[config.mk]
export PLATFORM = sky130hd
export DESIGN_NAME = output_clock_stop_control
export DESIGN_NICKNAME = d
export VERILOG_FILES = /design/src/rtl/clk_stop_pkg.sv /design/src/rtl/stop_sync.sv /design/src/rtl/output_clock_stop_control.sv
export SDC_FILE = /design/constraint.sdc
export NUM_CORES = 1
export LEC_CHECK = 0
export BUFFER_PORTS_ARGS = -buffer_cell sky130_fd_sc_hd__buf_2
export CELL_PAD_IN_SITES_DETAIL_PLACEMENT = 1
export CELL_PAD_IN_SITES_GLOBAL_PLACEMENT = 1
export CORE_MARGIN = 3
export CORE_UTILIZATION = 30
export DETAILED_ROUTE_END_ITERATION = 10
export PLACE_DENSITY_LB_ADDON = 0.1
export SLEW_MARGIN = 20
export SYNTH_ARGS = -nofsm -noshare
export SYNTH_HDL_FRONTEND = slang
export SYNTH_SLANG_ARGS = --single-unit
export TNS_END_PERCENT = 50
[constraint.sdc]
create_clock -name clk_sys_i -period 3.1 [get_ports clk_sys_i]
set_clock_uncertainty 0.15 [all_clocks]
set_input_delay 0.62 -clock clk_sys_i [delete_from_list [all_inputs] [get_ports clk_sys_i]]
set_output_delay 0.62 -clock clk_sys_i [all_outputs]
set_load 0.02 [all_outputs]
[src/rtl/clk_stop_pkg.sv]
/*
 * Shared constants for the output clock stop control block.
 * Assumes one system clock; output clocks are modelled as toggles
 * generated from it, one output half period per half-period count.
 */
package clk_stop_pkg;
    // Synchroniser depth for the stop requests
    localparam int SYNC_STAGES = 2;
    // Cycles to wait after sampling before the stop takes effect (2..6)
    localparam int STOP_WAIT = 2;
    // Longest stop latency in output periods
    localparam int STOP_MAX = 6;
    // Longest restart latency in output periods
    localparam int RESTART_MAX = 2;
    // Output half period in system clocks
    localparam int HALF_PERIOD = 1;
    // Reset value of the stop-enable masks (all stoppable)
    localparam logic RESET_STOPPABLE = 1'b1;
endpackage

[src/rtl/stop_sync.sv]
/*
 * Multi-stage synchroniser for an asynchronous stop request.
 * Assumes the input may change at any time; output idles high.
 */
module stop_sync #(
    parameter int STAGES = 2
) (
    // Clock and reset
    input wire logic clk_sys_i,
    input wire logic reset_i,
    // Raw and synchronised request
    input wire logic async_n_i,
    output logic sync_n_o
);
    // Shift chain; only the next stage, or the output for the last flop, reads each flop
    logic [STAGES-1:0] chain;

    // Shift the request through the chain
    always_ff @(posedge clk_sys_i) begin
        if (reset_i) begin
            chain <= '1;
        end else begin
            chain <= {chain[STAGES-2:0], async_n_i};
        end
    end

    assign sync_n_o = chain[STAGES-1];
endmodule

[src/rtl/output_clock_stop_control.sv]
/*
 * Stop and restart control for the stoppable output clocks.
 * Assumes the chipset drives active-low stop requests and the
 * management bus supplies per-output stoppable bits as static inputs.
 */
// Notes on behaviour
// CPU stop request halts CPU outputs only
// Only outputs marked stoppable obey CPU stop
// Halt two to six periods after sampling
// Stopped pair parks true high, complement low
// Restart synchronously with no runt pulses
// Restart within two CPU clock cycles
// PCI stop request halts PCI outputs
// Free-running PCI and serial ref obey bits
// Serial ref stops like CPU outputs
// PCI outputs resume within two periods
// Serial ref restarts like CPU outputs
// Synchronise stop inputs before gating clocks
module output_clock_stop_control #(
    parameter int N_CPU = 2,
    parameter int N_SRC = 3,
    parameter int N_FREE_RUNNING_PCI_CLOCK = 2
) (
    // Clock and reset
    input wire logic clk_sys_i,
    input wire logic reset_i,
    // Stop requests from the chipset
    input wire logic cpu_clock_stop_n_i,
    input wire logic pci_serial_ref_stop_n_i,
    // Stoppable configuration bits
    input wire logic [N_CPU-1:0] cpu_stoppable_i,
    input wire logic [N_SRC-1:0] src_stoppable_i,
    input wire logic [N_FREE_RUNNING_PCI_CLOCK-1:0] free_running_pci_clock_stoppable_i,
    // CPU differential outputs
    output logic [N_CPU-1:0] cpu_true_leg_o,
    output logic [N_CPU-1:0] cpu_complement_leg_o,
    // Serial reference differential outputs
    output logic [N_SRC-1:0] serial_ref_clock_true_o,
    output logic [N_SRC-1:0] serial_ref_clock_comp_o,
    // Single-ended PCI outputs
    output logic pci_clock_o,
    output logic [N_FREE_RUNNING_PCI_CLOCK-1:0] free_running_pci_clock_o,
    // Stop state seen by the outputs
    output logic cpu_stopped_o,
    output logic pci_stopped_o
);
    // Gate states: running, waiting to stop, parked
    typedef enum logic [2:0] {
        RUN = 3'b001,
        WAIT = 3'b010,
        PARK = 3'b100
    } gate_state_e;

    // Synchronised requests
    logic cpu_stop_sync_n;
    logic pci_stop_sync_n;
    // Reference phase of the internal differential clock
    logic phase;
    logic [3:0] half_cnt;
    // Gate state machines and wait counters
    gate_state_e cpu_state;
    gate_state_e pci_state;
    logic [3:0] cpu_wait;
    logic [3:0] pci_wait;
    // Phase edge: next cycle the phase flips to high (true leg rises)
    logic rise_next;

    // CPU request synchroniser
    stop_sync #(
        .STAGES(clk_stop_pkg::SYNC_STAGES)
    ) u_cpu_sync (
        .clk_sys_i(clk_sys_i),
        .reset_i(reset_i),
        .async_n_i(cpu_clock_stop_n_i),
        .sync_n_o(cpu_stop_sync_n)
    );

    // PCI and serial reference request synchroniser
    stop_sync #(
        .STAGES(clk_stop_pkg::SYNC_STAGES)
    ) u_pci_sync (
        .clk_sys_i(clk_sys_i),
        .reset_i(reset_i),
        .async_n_i(pci_serial_ref_stop_n_i),
        .sync_n_o(pci_stop_sync_n)
    );

    assign rise_next = (half_cnt == 4'(clk_stop_pkg::HALF_PERIOD - 1))
        && !phase;

    // Free-running reference phase generator
    always_ff @(posedge clk_sys_i) begin
        if (reset_i) begin
            phase <= 1'b0;
            half_cnt <= 4'h0;
        end else if (half_cnt == 4'(clk_stop_pkg::HALF_PERIOD - 1)) begin
            phase <= !phase;
            half_cnt <= 4'h0;
        end else begin
            half_cnt <= half_cnt + 4'h1;
        end
    end

    // CPU gate: stop only at a rising edge so the park level is high
    always_ff @(posedge clk_sys_i) begin
        if (reset_i) begin
            cpu_state <= RUN;
            cpu_wait <= 4'h0;
        end else begin
            unique case (cpu_state)
                RUN: begin
                    if (!cpu_stop_sync_n) begin
                        cpu_state <= WAIT;
                        cpu_wait <= 4'h0;
                    end
                end
                WAIT: begin
                    if (cpu_stop_sync_n) begin
                        cpu_state <= RUN;
                    end else if (rise_next && cpu_wait >=
                        4'(clk_stop_pkg::STOP_WAIT)) begin
                        cpu_state <= PARK;
                    end else if (rise_next) begin
                        cpu_wait <= cpu_wait + 4'h1;
                    end
                end
                PARK: begin
                    // Leave only as the phase goes high, no runt pulse
                    if (cpu_stop_sync_n && rise_next) begin
                        cpu_state <= RUN;
                    end
                end
            endcase
        end
    end

    // PCI and serial reference gate, same timing as the CPU gate
    always_ff @(posedge clk_sys_i) begin
        if (reset_i) begin
            pci_state <= RUN;
            pci_wait <= 4'h0;
        end else begin
            unique case (pci_state)
                RUN: begin
                    if (!pci_stop_sync_n) begin
                        pci_state <= WAIT;
                        pci_wait <= 4'h0;
                    end
                end
                WAIT: begin
                    if (pci_stop_sync_n) begin
                        pci_state <= RUN;
                    end else if (rise_next && pci_wait >=
                        4'(clk_stop_pkg::STOP_WAIT)) begin
                        pci_state <= PARK;
                    end else if (rise_next) begin
                        pci_wait <= pci_wait + 4'h1;
                    end
                end
                PARK: begin
                    if (pci_stop_sync_n && rise_next) begin
                        pci_state <= RUN;
                    end
                end
            endcase
        end
    end

    // Next output values, gated per output
    logic cpu_park_next;
    logic pci_park_next;
    logic phase_next;

    assign phase_next = (half_cnt == 4'(clk_stop_pkg::HALF_PERIOD - 1))
        ? !phase : phase;
    // Park takes hold on the cycle the phase goes high
    assign cpu_park_next = (cpu_state == PARK && !(cpu_stop_sync_n
        && rise_next)) || (cpu_state == WAIT && !cpu_stop_sync_n
        && rise_next && cpu_wait >= 4'(clk_stop_pkg::STOP_WAIT));
    assign pci_park_next = (pci_state == PARK && !(pci_stop_sync_n
        && rise_next)) || (pci_state == WAIT && !pci_stop_sync_n
        && rise_next && pci_wait >= 4'(clk_stop_pkg::STOP_WAIT));

    // Registered output drivers, one per output
    genvar g;
    generate
        for (g = 0; g < N_CPU; g++) begin : g_cpu
            always_ff @(posedge clk_sys_i) begin
                if (reset_i) begin
                    cpu_true_leg_o[g] <= 1'b0;
                    cpu_complement_leg_o[g] <= 1'b1;
                end else if (cpu_park_next && cpu_stoppable_i[g]) begin
                    cpu_true_leg_o[g] <= 1'b1;
                    cpu_complement_leg_o[g] <= 1'b0;
                end else begin
                    cpu_true_leg_o[g] <= phase_next;
                    cpu_complement_leg_o[g] <= !phase_next;
                end
            end
        end
        for (g = 0; g < N_SRC; g++) begin : g_src
            always_ff @(posedge clk_sys_i) begin
                if (reset_i) begin
                    serial_ref_clock_true_o[g] <= 1'b0;
                    serial_ref_clock_comp_o[g] <= 1'b1;
                end else if (pci_park_next && src_stoppable_i[g]) begin
                    serial_ref_clock_true_o[g] <= 1'b1;
                    serial_ref_clock_comp_o[g] <= 1'b0;
                end else begin
                    serial_ref_clock_true_o[g] <= phase_next;
                    serial_ref_clock_comp_o[g] <= !phase_next;
                end
            end
        end
        for (g = 0; g < N_FREE_RUNNING_PCI_CLOCK; g++) begin : g_free_running_pci_clock
            always_ff @(posedge clk_sys_i) begin
                if (reset_i) begin
                    free_running_pci_clock_o[g] <= 1'b0;
                end else if (pci_park_next && free_running_pci_clock_stoppable_i[g]) begin
                    // Single-ended clocks park low
                    free_running_pci_clock_o[g] <= 1'b0;
                end else begin
                    free_running_pci_clock_o[g] <= phase_next;
                end
            end
        end
    endgenerate

    // Plain PCI output always stops; status flags
    always_ff @(posedge clk_sys_i) begin
        if (reset_i) begin
            pci_clock_o <= 1'b0;
            cpu_stopped_o <= 1'b0;
            pci_stopped_o <= 1'b0;
        end else begin
            pci_clock_o <= pci_park_next ? 1'b0 : phase_next;
            cpu_stopped_o <= cpu_park_next;
            pci_stopped_o <= pci_park_next;
        end
    end
endmodule

==> results.md, run 1 <==
* Die Ht at between 70 and 80 um
* Required @ worst endpoint at a little over 3 ns
* RSZ-0062 raised after global routing: false
* Avg Cell Area, Syn at between 10 and 15 sq um
* Pins over their slew limit at 0
* Largest net degree at the start of global routing at 27
* Skew-Pair Late Insertion Delay at approximately 0.28 ns
* Worst slack, placed at between 0.4 and 0.5 ns
* Chip width at between 70 and 80 um
* Drt wl/cell at about 14 um
* Hold-fix buffers at CTS at 0
* Leakage at between 0.7 and 0.8 nW
* Cell with the most instances after synthesis: dfxtp_1
* Final Hold Vio Count at 0
* Warnings from Yosys at 0
* Min-Delay Path Depth at 1
* Post-CTS setup buffers at 0
* Routability cong. at about 0.73
* Final HPWL from detailed placement at ~2700 um
* Tot GR Track Use at 0.132
* Slew HR at 0.608
* Starting Density at 0.324
* Status: completed
* Num ports at 26
* Root buf cell: clkbuf_8
* Row cnt at 25
* Number of global-route vias before repair at 1383
* Sequential share of the synthesized area at 0.476
* Die area at about 0.0062 sq mm
* Hold Crit Class: flip-flop to flip-flop
* Share of cells above drive strength 1 at 0.270
* Max cap viols at 0
* Cell taking the most area after synthesis: dfxtp_1
* # resized after CTS at 0
* Mapped Cells at between 150 and 200
* FF-to-FF path depth at 8
* Final ANT Viol Nets at 0
* Post-synth top area share at 0.476
* R2r setup slk at 0.46 ns
* Max VDD drop at approximately 250 uV
* GR Overflow Total at 0
* Critical Path Start Type: flip-flop
* Area grow syn2layout at 16.9%
* DRC marker count from the first detailed-route iteration at 23
* EDFF count, synth at 0
* CTS sink count at 38
* CP Max Fanout at 5
* First-pass GRT wire length at about 6400 um
* # diodes at 0
* Synth top area cells: dfxtp_1 (48%), ha_1 (6.3%), a21oi_1 (4.7%), nor4b_4 (3.0%), a21o_1 (2.8%)
* Post-place instance area at ~0.0018 sq mm
* Clock slew at reported path FFs at ~0.08 ns
* Htree depth at 2
* CTS buffer count at 5
* Port bufs at 25
* Final setup vio count at 0
* Worst setup margin at between 0.4 and 0.5 ns
* Mapped Nets at approximately 180
* Asr flop ratio synth at 0
* Worst-Margin Slew at between 0.5 and 0.6 ns
* CTS tree: done
* Detailed Routing Iterations Pass 1 at 4
* Post-synthesis cell area at between 0.0015 and 0.002 sq mm
* Via count at 1240
* Most frequent cells after synthesis: dfxtp_1 (38), a21oi_1 (15), ha_1 (8)
* Post-route DRC at 0
* Final #Nets at about 200
* Initial antenna violation count at 0
* Total negative slack at 0 ns
* PD cells at around 520 mW/mm^2
* Clk buf depth at 2
* Post-synthesis register bit count at 38
* Period utilisation layout at 0.851
* Final Total Pwr at slightly below 0.001 W
* Setup CP Type: flip-flop to flip-flop
* Via-per-instance ratio at slightly below 5
* Min cycle time layout at between 2 and 3 ns
* Maximum clock frequency at about 0.38 GHz
* Post-synthesis cell type count at 47
* CORE AREA at a little under 0.005 sq mm
* Routed Wire Length at approximately 3600 um
* Critical path arrival at roughly 2.7 ns
* Crit end category: flip-flop
* Final instance area at roughly 0.0019 sq mm
* Most used DFF post-synth: dfxtp_1
## registers in the layout (all words and copies together), names as in the netlist
register	count
pci_clock_o	1
serial_ref_clock_comp_o	3
half_cnt	4
u_pci_sync.chain	2
pci_stopped_o	1
cpu_true_leg_o	2
serial_ref_clock_true_o	3
cpu_complement_leg_o	2
u_cpu_sync.chain	2
free_running_pci_clock_o	2
cpu_state	3
pci_state	3
cpu_wait	4
pci_wait	4
phase	1
cpu_stopped_o	1
## critical path, stage by stage (launching register included)
cell and delay, ns:
dfxtp_1 0.34, inv_1 0.06, ha_1 0.13, nor3b_1 0.50
ha_1 0.29, o41a_1 0.31, a32oi_1 0.13, nor3_1 0.45
a21oi_1 0.14
## per-stage QoR
step	utilization	hold WS, ns	std cells
floorplan	-	0.239	158
global placement	0.361	0.242	245
detailed placement	0.361	0.249	245
CTS	0.378	0.273	252
global route	0.378	0.280	252
finish	0.378	0.267	252
## kinds of logic (layout without fill, tap and decap cells)
family	Yosys count	after routing	synth area share
mux	1	1	0.00626
xor+xnor	3	3	0.0164
fa+ha+maj	8	8	0.0626
compound gates	42	42	0.177
simple gates	51	51	0.218
buf+inv	15	42	0.0446
flops	38	38	0.476
## final cells by class
| cell class | count | area, sq um |
|---|---|---|
| flip-flops and latches | 38 | 761 |
| clock inverters | 2 | 15.0 |
| multi-input cells | 105 | 767 |
| fillers | 596 | 3070 |
| clock buffers | 5 | 68.8 |
| inverters | 7 | 26.3 |
| well taps | 67 | 83.8 |
| repair buffers | 28 | 148 |
## per-layer routing
| metal | share of wire | global-route usage | up-vias |
|---|---|---|---|
| met5 | 0 | 0 | - |
| met4 | 0.014 | 0.0515 | 0 |
| met3 | 0.054 | 0.0420 | 6 |
| met2 | 0.53 | 0.242 | 26 |
| met1 | 0.40 | 0.138 | 589 |
| li1 | - | - | 619 |
## report_power, final
part	switching, W	internal, W	total (W)
clock	0.000176	0.000153	0.000329
sequential	0.0000235	0.000512	0.000536
combinational	0.0000600	0.0000533	0.000113
## cells in the final DEF, fill, tap and decap left out, types with 3 or more instances in the layout
cell type and instances:
or2_2 4, nor3b_1 4, clkbuf_8 5, buf_4 3, ha_1 8, inv_1 7, nand2_1 7, buf_2 25
a21o_1 6, nand3_1 5, dfxtp_1 38, nor2_1 7, o21ai_0 4, nor3_1 4, a21oi_1 15
## final timing paths
path                                           endpoint           startpoint
worst max-delay path            cpu_complement_leg_o[0]          half_cnt[0]
worst min-delay path                u_cpu_sync.chain[1]  u_cpu_sync.chain[0]
worst max register to register  cpu_complement_leg_o[0]          half_cnt[0]
worst min register to register      u_cpu_sync.chain[1]  u_cpu_sync.chain[0]
Power figures use the tool's default switching activity.
==> inputs of run 2 (changes only) <==
--- a/config.mk
+++ b/config.mk
@@ -7,7 +7,7 @@
 export LEC_CHECK = 0
 export BUFFER_PORTS_ARGS = -buffer_cell sky130_fd_sc_hd__buf_2
 export CELL_PAD_IN_SITES_DETAIL_PLACEMENT = 1
-export CELL_PAD_IN_SITES_GLOBAL_PLACEMENT = 1
+export CELL_PAD_IN_SITES_GLOBAL_PLACEMENT = 2
 export CORE_MARGIN = 3
 export CORE_UTILIZATION = 30
 export DETAILED_ROUTE_END_ITERATION = 10
==> results.md, run 2 (synthesis results as in run 1) <==
* Root buf cell: clkbuf_8
* CP dominant cell by count: ha_1
* Via-per-instance ratio at 4.90 (-0.48%)
* Detailed Routing Iterations Pass 1 at 2 (-2)
* Final #Nets at 204 (unchanged)
* Biggest regs: cpu_wait: 4 flops, half_cnt: 4 flops, pci_wait: 4 flops
* Clock slew at reported path FFs at 0.07 ns (about the same)
* Area grow syn2layout at 18.5%
* Commonest non-fill, non-tap cell in the layout: dfxtp_1
* Number of global-route vias before repair at 1309 (-5.4%)
* Required @ worst endpoint at 3.12 ns (about the same)
* RSZ-0062 raised after global routing: false
* Combinational share of power at 0.106 (-0.010)
* Post-route DRC at 0 (unchanged)
* Chip width at 79.0 um (unchanged)
* Largest net degree at the start of global routing at 27 (unchanged)
* Hold Crit Class: flip-flop to flip-flop
* Commonest non-fill, non-tap cells in the layout: dfxtp_1 (38), buf_2 (25), a21oi_1 (15)
* Drt wl/cell at 14.0 um (-2.5%)
* Internal at 0.000806 W (+12%)
* Clock network fraction of design power at 0.390 (+0.054)
* Part of the power in registers at 0.504 (-0.044)
* Status: completed
* Skew-Pair Late Insertion Delay at 0.29 ns (about the same)
* Die area at 0.00624 sq mm (unchanged)
* Final ANT Viol Nets at 0 (unchanged)
* Post-CTS setup buffers at 0 (unchanged)
* Routed Wire Length at 3540 um (-2.1%)
* Fin util at 0.384 (+0.00532)
* Crit path cell chain: inv_1, ha_1, nor3b_1, ha_1, or4bb_2, nor3_2, or3_2, a31oi_1
* Total negative slack at 0 ns (unchanged)
* Initial antenna violation count at 0 (unchanged)
* Num ports at 26 (unchanged)
* Share of cells above drive strength 1 at 0.269 (-0.00145)
* Leakage at 0.772 nW (+2.0%)
* Crit end category: flip-flop
* Die Ht at 79.0 um (unchanged)
* Max cap viols at 0 (unchanged)
* Htree depth at 2 (unchanged)
* PD cells at 561 mW/mm^2 (+7.2%)
* CP Max Fanout at 5 (unchanged)
* Slew HR at 0.582 (-0.0264)
* Via count at 1239 (-0.081%)
* First-pass GRT wire length at 6160 um (-4.3%)
* Final HPWL from detailed placement at 2690 um (-2.2%)
* CTS tree: done
* # diodes at 0 (unchanged)
* Row cnt at 25 (unchanged)
* CTS buffer count at 5 (unchanged)
* Switch share at 0.242 (-0.0225)
* Routability cong. at 0.775 (+5.8%)
* CTS sink count at 38 (unchanged)
* Critical path arrival at 2.70 ns (+0.05 ns)
* Min cycle time layout at 2.68 ns (+0.0449 ns)
* Starting Density at 0.324 (unchanged)
* Worst-Margin Slew at 0.626 ns (+0.0395 ns)
* DRC marker count from the first detailed-route iteration at 64 (+180%)
* Clk buf depth at 2 (unchanged)
* Final Hold Vio Count at 0 (unchanged)
* Hold-fix buffers at CTS at 0 (unchanged)
* Maximum clock frequency at 0.373 GHz (-1.7%)
* Slowest cell on crit path: or4bb_2
* Tot GR Track Use at 0.125 (-0.00699)
* Pins over their slew limit at 0 (unchanged)
* P_sw at 0.000258 W (-0.54%)
* # resized after CTS at 0 (unchanged)
* Crit path largest cell delay at 0.63 ns (+0.13 ns)
* CORE AREA at 0.00494 sq mm (unchanged)
* Final Total Pwr at 0.00106 W (+8.7%)
* GR Overflow Total at 0 (unchanged)
* Max VDD drop at 200 uV (-19%)
* Period utilisation layout at 0.865 (+0.0145)
* Final setup vio count at 0 (unchanged)
* Critical Path Start Type: flip-flop
* Port bufs at 25 (unchanged)
* Setup CP Type: flip-flop to flip-flop
-- run 2: worst max-delay path: cells and delay by family, from the launching register on --
family                   cells  cell delay [ns]
AO/OA/AOI/OAI                1             0.09
adder cells (fa/ha/maj)      2             0.40
buffers and inverters        1             0.06
flip-flops                   1             0.35
AND/OR/NAND/NOR              4             1.52
-- run 2: through the flow --
stage / hold WS [ns] / cell area (sq um) / setup WS (ns) / instances
6_report: 0.265 / 1900 / 0.418 / 253
5_1_grt: 0.303 / 1900 / 0.162 / 253
4_1_cts: 0.269 / 1900 / 0.382 / 253
3_5_place_dp: 0.250 / 1790 / 0.405 / 245
3_3_place_gp: 0.244 / 1790 / 0.493 / 245
2_1_floorplan: 0.239 / 1600 / 0.652 / 158
-- run 2: path summary, 6_finish.rpt --
path | startpoint | endpoint | slack (ns) | depth (start not counted)
hold reg to reg | u_cpu_sync.chain[0] | u_cpu_sync.chain[1] | 0.26 | 1
setup / recovery | half_cnt[0] | cpu_wait[3] | 0.42 | 8
hold / removal | u_cpu_sync.chain[0] | u_cpu_sync.chain[1] | 0.26 | 1
setup reg to reg | half_cnt[0] | cpu_wait[3] | 0.42 | 8
-- run 2: layout make-up --
type	instances	area, sq um
Fill cell	602	3050
Clock buffer	6	72.6
Timing Repair Buffer	28	148
Tap cell	67	83.8
Inverter	7	26.3
Multi-Input combinational cell	105	767
Sequential cell	38	761
Clock inverter	2	37.5
-- run 2: layer usage --
layer / track usage / up-vias / part of all wire / wire, um
met5: 0 / - / 0 / 0
met4: 0.0412 / 0 / 0.015 / 52
met3: 0.0476 / 7 / 0.059 / 209
met2: 0.208 / 26 / 0.47 / 1680
met1: 0.147 / 582 / 0.45 / 1600
li1: - / 624 / - / -
-- run 2: power by group through the flow --
stage               clock network [W]   logic, W  registers [W]
detailed placement                  0   0.000115       0.000548
floorplan                           0  0.0000754       0.000552
global placement                    0   0.000112       0.000546
global route                 0.000460   0.000126       0.000541
CTS                          0.000432   0.000116       0.000536
finish                       0.000415   0.000113       0.000536
==> inputs of run 3 (changes only) <==
--- a/config.mk
+++ b/config.mk
@@ -5,12 +5,12 @@
 export SDC_FILE = /design/constraint.sdc
 export NUM_CORES = 1
 export LEC_CHECK = 0
-export BUFFER_PORTS_ARGS = -buffer_cell sky130_fd_sc_hd__buf_2
 export CELL_PAD_IN_SITES_DETAIL_PLACEMENT = 1
 export CELL_PAD_IN_SITES_GLOBAL_PLACEMENT = 2
-export CORE_MARGIN = 3
+export CORE_MARGIN = 2
 export CORE_UTILIZATION = 30
 export DETAILED_ROUTE_END_ITERATION = 10
+export DONT_BUFFER_PORTS = 1
 export PLACE_DENSITY_LB_ADDON = 0.1
 export SLEW_MARGIN = 20
 export SYNTH_ARGS = -nofsm -noshare
==> results.md, run 3 (synthesis results as in run 1) <==
* Chip width at 77.0 um (-2.5%)
* Commonest non-fill, non-tap cells in the layout: dfxtp_1 (38), a21oi_1 (15), ha_1 (8)
* Final ANT Viol Nets at 0 (unchanged)
* Fill count at 612 (+1.7%)
* Critical Path Start Type: flip-flop
* Placed Cells at 223 (-9.0%)
* Via-per-instance ratio at 5.00 (+2.0%)
* Final HPWL from detailed placement at 2350 um (-13%)
* Htree depth at 2 (unchanged)
* Required @ worst endpoint at 3.13 ns (about the same)
* Hold Crit Class: input pin to flip-flop
* Crit path cell chain: inv_1, ha_1, nor3b_1, ha_1, or4bb_2, nor3_2, or3_2, a31oi_1
* GR Overflow Total at 0 (unchanged)
* Share of cells above drive strength 1 at 0.161 (-0.107)
* Critical path arrival at 2.64 ns (-0.06 ns)
* Row cnt at 26 (+4.0%)
* Clock network fraction of design power at 0.454 (+0.064)
* Met1 GRT Util at 0.144 (-0.00272)
* Biggest regs: cpu_wait: 4 flops, half_cnt: 4 flops, pci_wait: 4 flops
* Final #Nets at 179 (-12%)
* Post-route DRC at 0 (unchanged)
* Slew HR at 0.621 (+0.0396)
* Area grow syn2layout at 13.0%
* Final Hold Vio Count at 0 (unchanged)
* Detailed Routing Iterations Pass 1 at 4 (+2)
* Internal at 0.000897 W (+11%)
* CTS sink count at 38 (unchanged)
* Routed Wire Length at 3280 um (-7.3%)
* Max VDD drop at 263 uV (+32%)
* Maximum clock frequency at 0.384 GHz (+2.9%)
* CP dominant cell by count: ha_1
* Final setup vio count at 0 (unchanged)
* Slowest cell on crit path: or4bb_2
* First-pass GRT wire length at 5560 um (-9.7%)
* RSZ-0062 raised after global routing: false
* Met3 Track Usage GR at 0.0412 (-0.00644)
* Num ports at 26 (unchanged)
* Worst-Margin Slew at 0.567 ns (-0.0592 ns)
* Via count at 1154 (-6.9%)
* Total negative slack at 0 ns (unchanged)
* Number of global-route vias before repair at 1142 (-13%)
* Post-CTS setup buffers at 0 (unchanged)
* Routability cong. at 0.746 (-3.8%)
* Met2 Usage GRT at 0.190 (-0.0176)
* Part of the power in registers at 0.484 (-0.020)
* CORE AREA at 0.00514 sq mm (+4.0%)
* Status: completed
* Worst slack, placed at 0.435 ns (+0.0299 ns)
* Largest net degree at the start of global routing at 27 (unchanged)
* Period utilisation layout at 0.841 (-0.0241)
* Crit path largest cell delay at 0.62 ns (about the same)
* Clock slew at reported path FFs at 0.08 ns (about the same)
* Setup CP Type: flip-flop to flip-flop
* Min cycle time layout at 2.61 ns (-0.0747 ns)
* Port bufs at 0 (-100%)
* CP Max Fanout at 5 (unchanged)
* PD cells at 634 mW/mm^2 (+13%)
* R2r setup slk at 0.49 ns (+0.07 ns)
* Skew-Pair Late Insertion Delay at 0.29 ns (about the same)
* Combinational share of power at 0.062 (-0.044)
* Most used routing layer: met2
* Starting Density at 0.311 (-0.0124)
* # diodes at 0 (unchanged)
* Hold-fix buffers at CTS at 0 (unchanged)
* CTS buffer count at 5 (unchanged)
* Leakage at 0.689 nW (-11%)
* Die area at 0.00593 sq mm (-5.0%)
* Max cap viols at 0 (unchanged)
* Multi-input gate area at 767 sq um (unchanged)
* DRC marker count from the first detailed-route iteration at 36 (-44%)
* Crit end category: flip-flop
* Initial antenna violation count at 0 (unchanged)
* Commonest non-fill, non-tap cell in the layout: dfxtp_1
* Pins over their slew limit at 0 (unchanged)
* Final cell count without fillers at 231 (-8.7%)
* Clk buf depth at 2 (unchanged)
* Die Ht at 77.0 um (-2.5%)
* Reg area at 761 sq um (unchanged)
* Switch share at 0.217 (-0.0252)
* Worst setup margin at 0.493 ns (+0.0747 ns)
* Root buf cell: clkbuf_8
* P_sw at 0.000249 W (-3.5%)
* # resized after CTS at 0 (unchanged)
* Drt wl/cell at 14.2 um (+1.5%)
* Tot GR Track Use at 0.118 (-0.00729)
* CTS tree: done
[run 3: cell types whose count changed in the layout (fill, tap and decap cells not counted), sizes merged]
cell / change
buf: -25
bufinv: +1
clkinvlp: -1
[run 3: layout make-up]
class / count / share of cell area
multi-input combinational: 105 / 0.425
sequential: 38 / 0.421
clock inverter: 2 / 0.0332
timing repair buffer: 3 / 0.0125
clock buffer: 6 / 0.0457
tap: 70 / 0.0485
inverter: 7 / 0.0145
[run 3: path summary, 6_finish.rpt]
path | cells past startpoint | to | startpoint
max | 8 | cpu_wait[3] | half_cnt[0]
min | 1 | cpu_wait[1] | reset_i
max reg2reg | 8 | cpu_wait[3] | half_cnt[0]
min reg2reg | 1 | u_cpu_sync.chain[1] | u_cpu_sync.chain[0]
[run 3: critical path: cells and delay by family, from the launching register on]
kind | cells | cell delay [ns]
AO/OA/AOI/OAI | 1 | 0.08
buffers and inverters | 1 | 0.07
adder cells (fa/ha/maj) | 2 | 0.41
flip-flops | 1 | 0.34
AND/OR/NAND/NOR | 4 | 1.46
[run 3: per-layer routing]
layer / vias up / part of all wire
met5: - / 0
met4: 0 / 0.015
met3: 5 / 0.055
met2: 27 / 0.47
met1: 551 / 0.46
li1: 571 / -
[run 3: power groups by stage]
stage               clock network (W)  registers (W)  logic [W]
floorplan                           0       0.000552  0.0000754
global placement                    0       0.000566  0.0000700
detailed placement                  0       0.000566  0.0000729
CTS                          0.000538       0.000555  0.0000730
global route                 0.000566       0.000559  0.0000817
finish                       0.000520       0.000554  0.0000713
[run 3: stage by stage]
step	util	hold WS, ns	cell area (sq um)	total power, W
2_1_floorplan	-	0.239	1600	0.000627
3_3_place_gp	0.324	0.245	1660	0.000636
3_5_place_dp	0.324	0.259	1660	0.000639
4_1_cts	0.352	0.226	1810	0.00117
5_1_grt	0.352	0.220	1810	0.00121
6_report	0.352	0.241	1810	0.00115
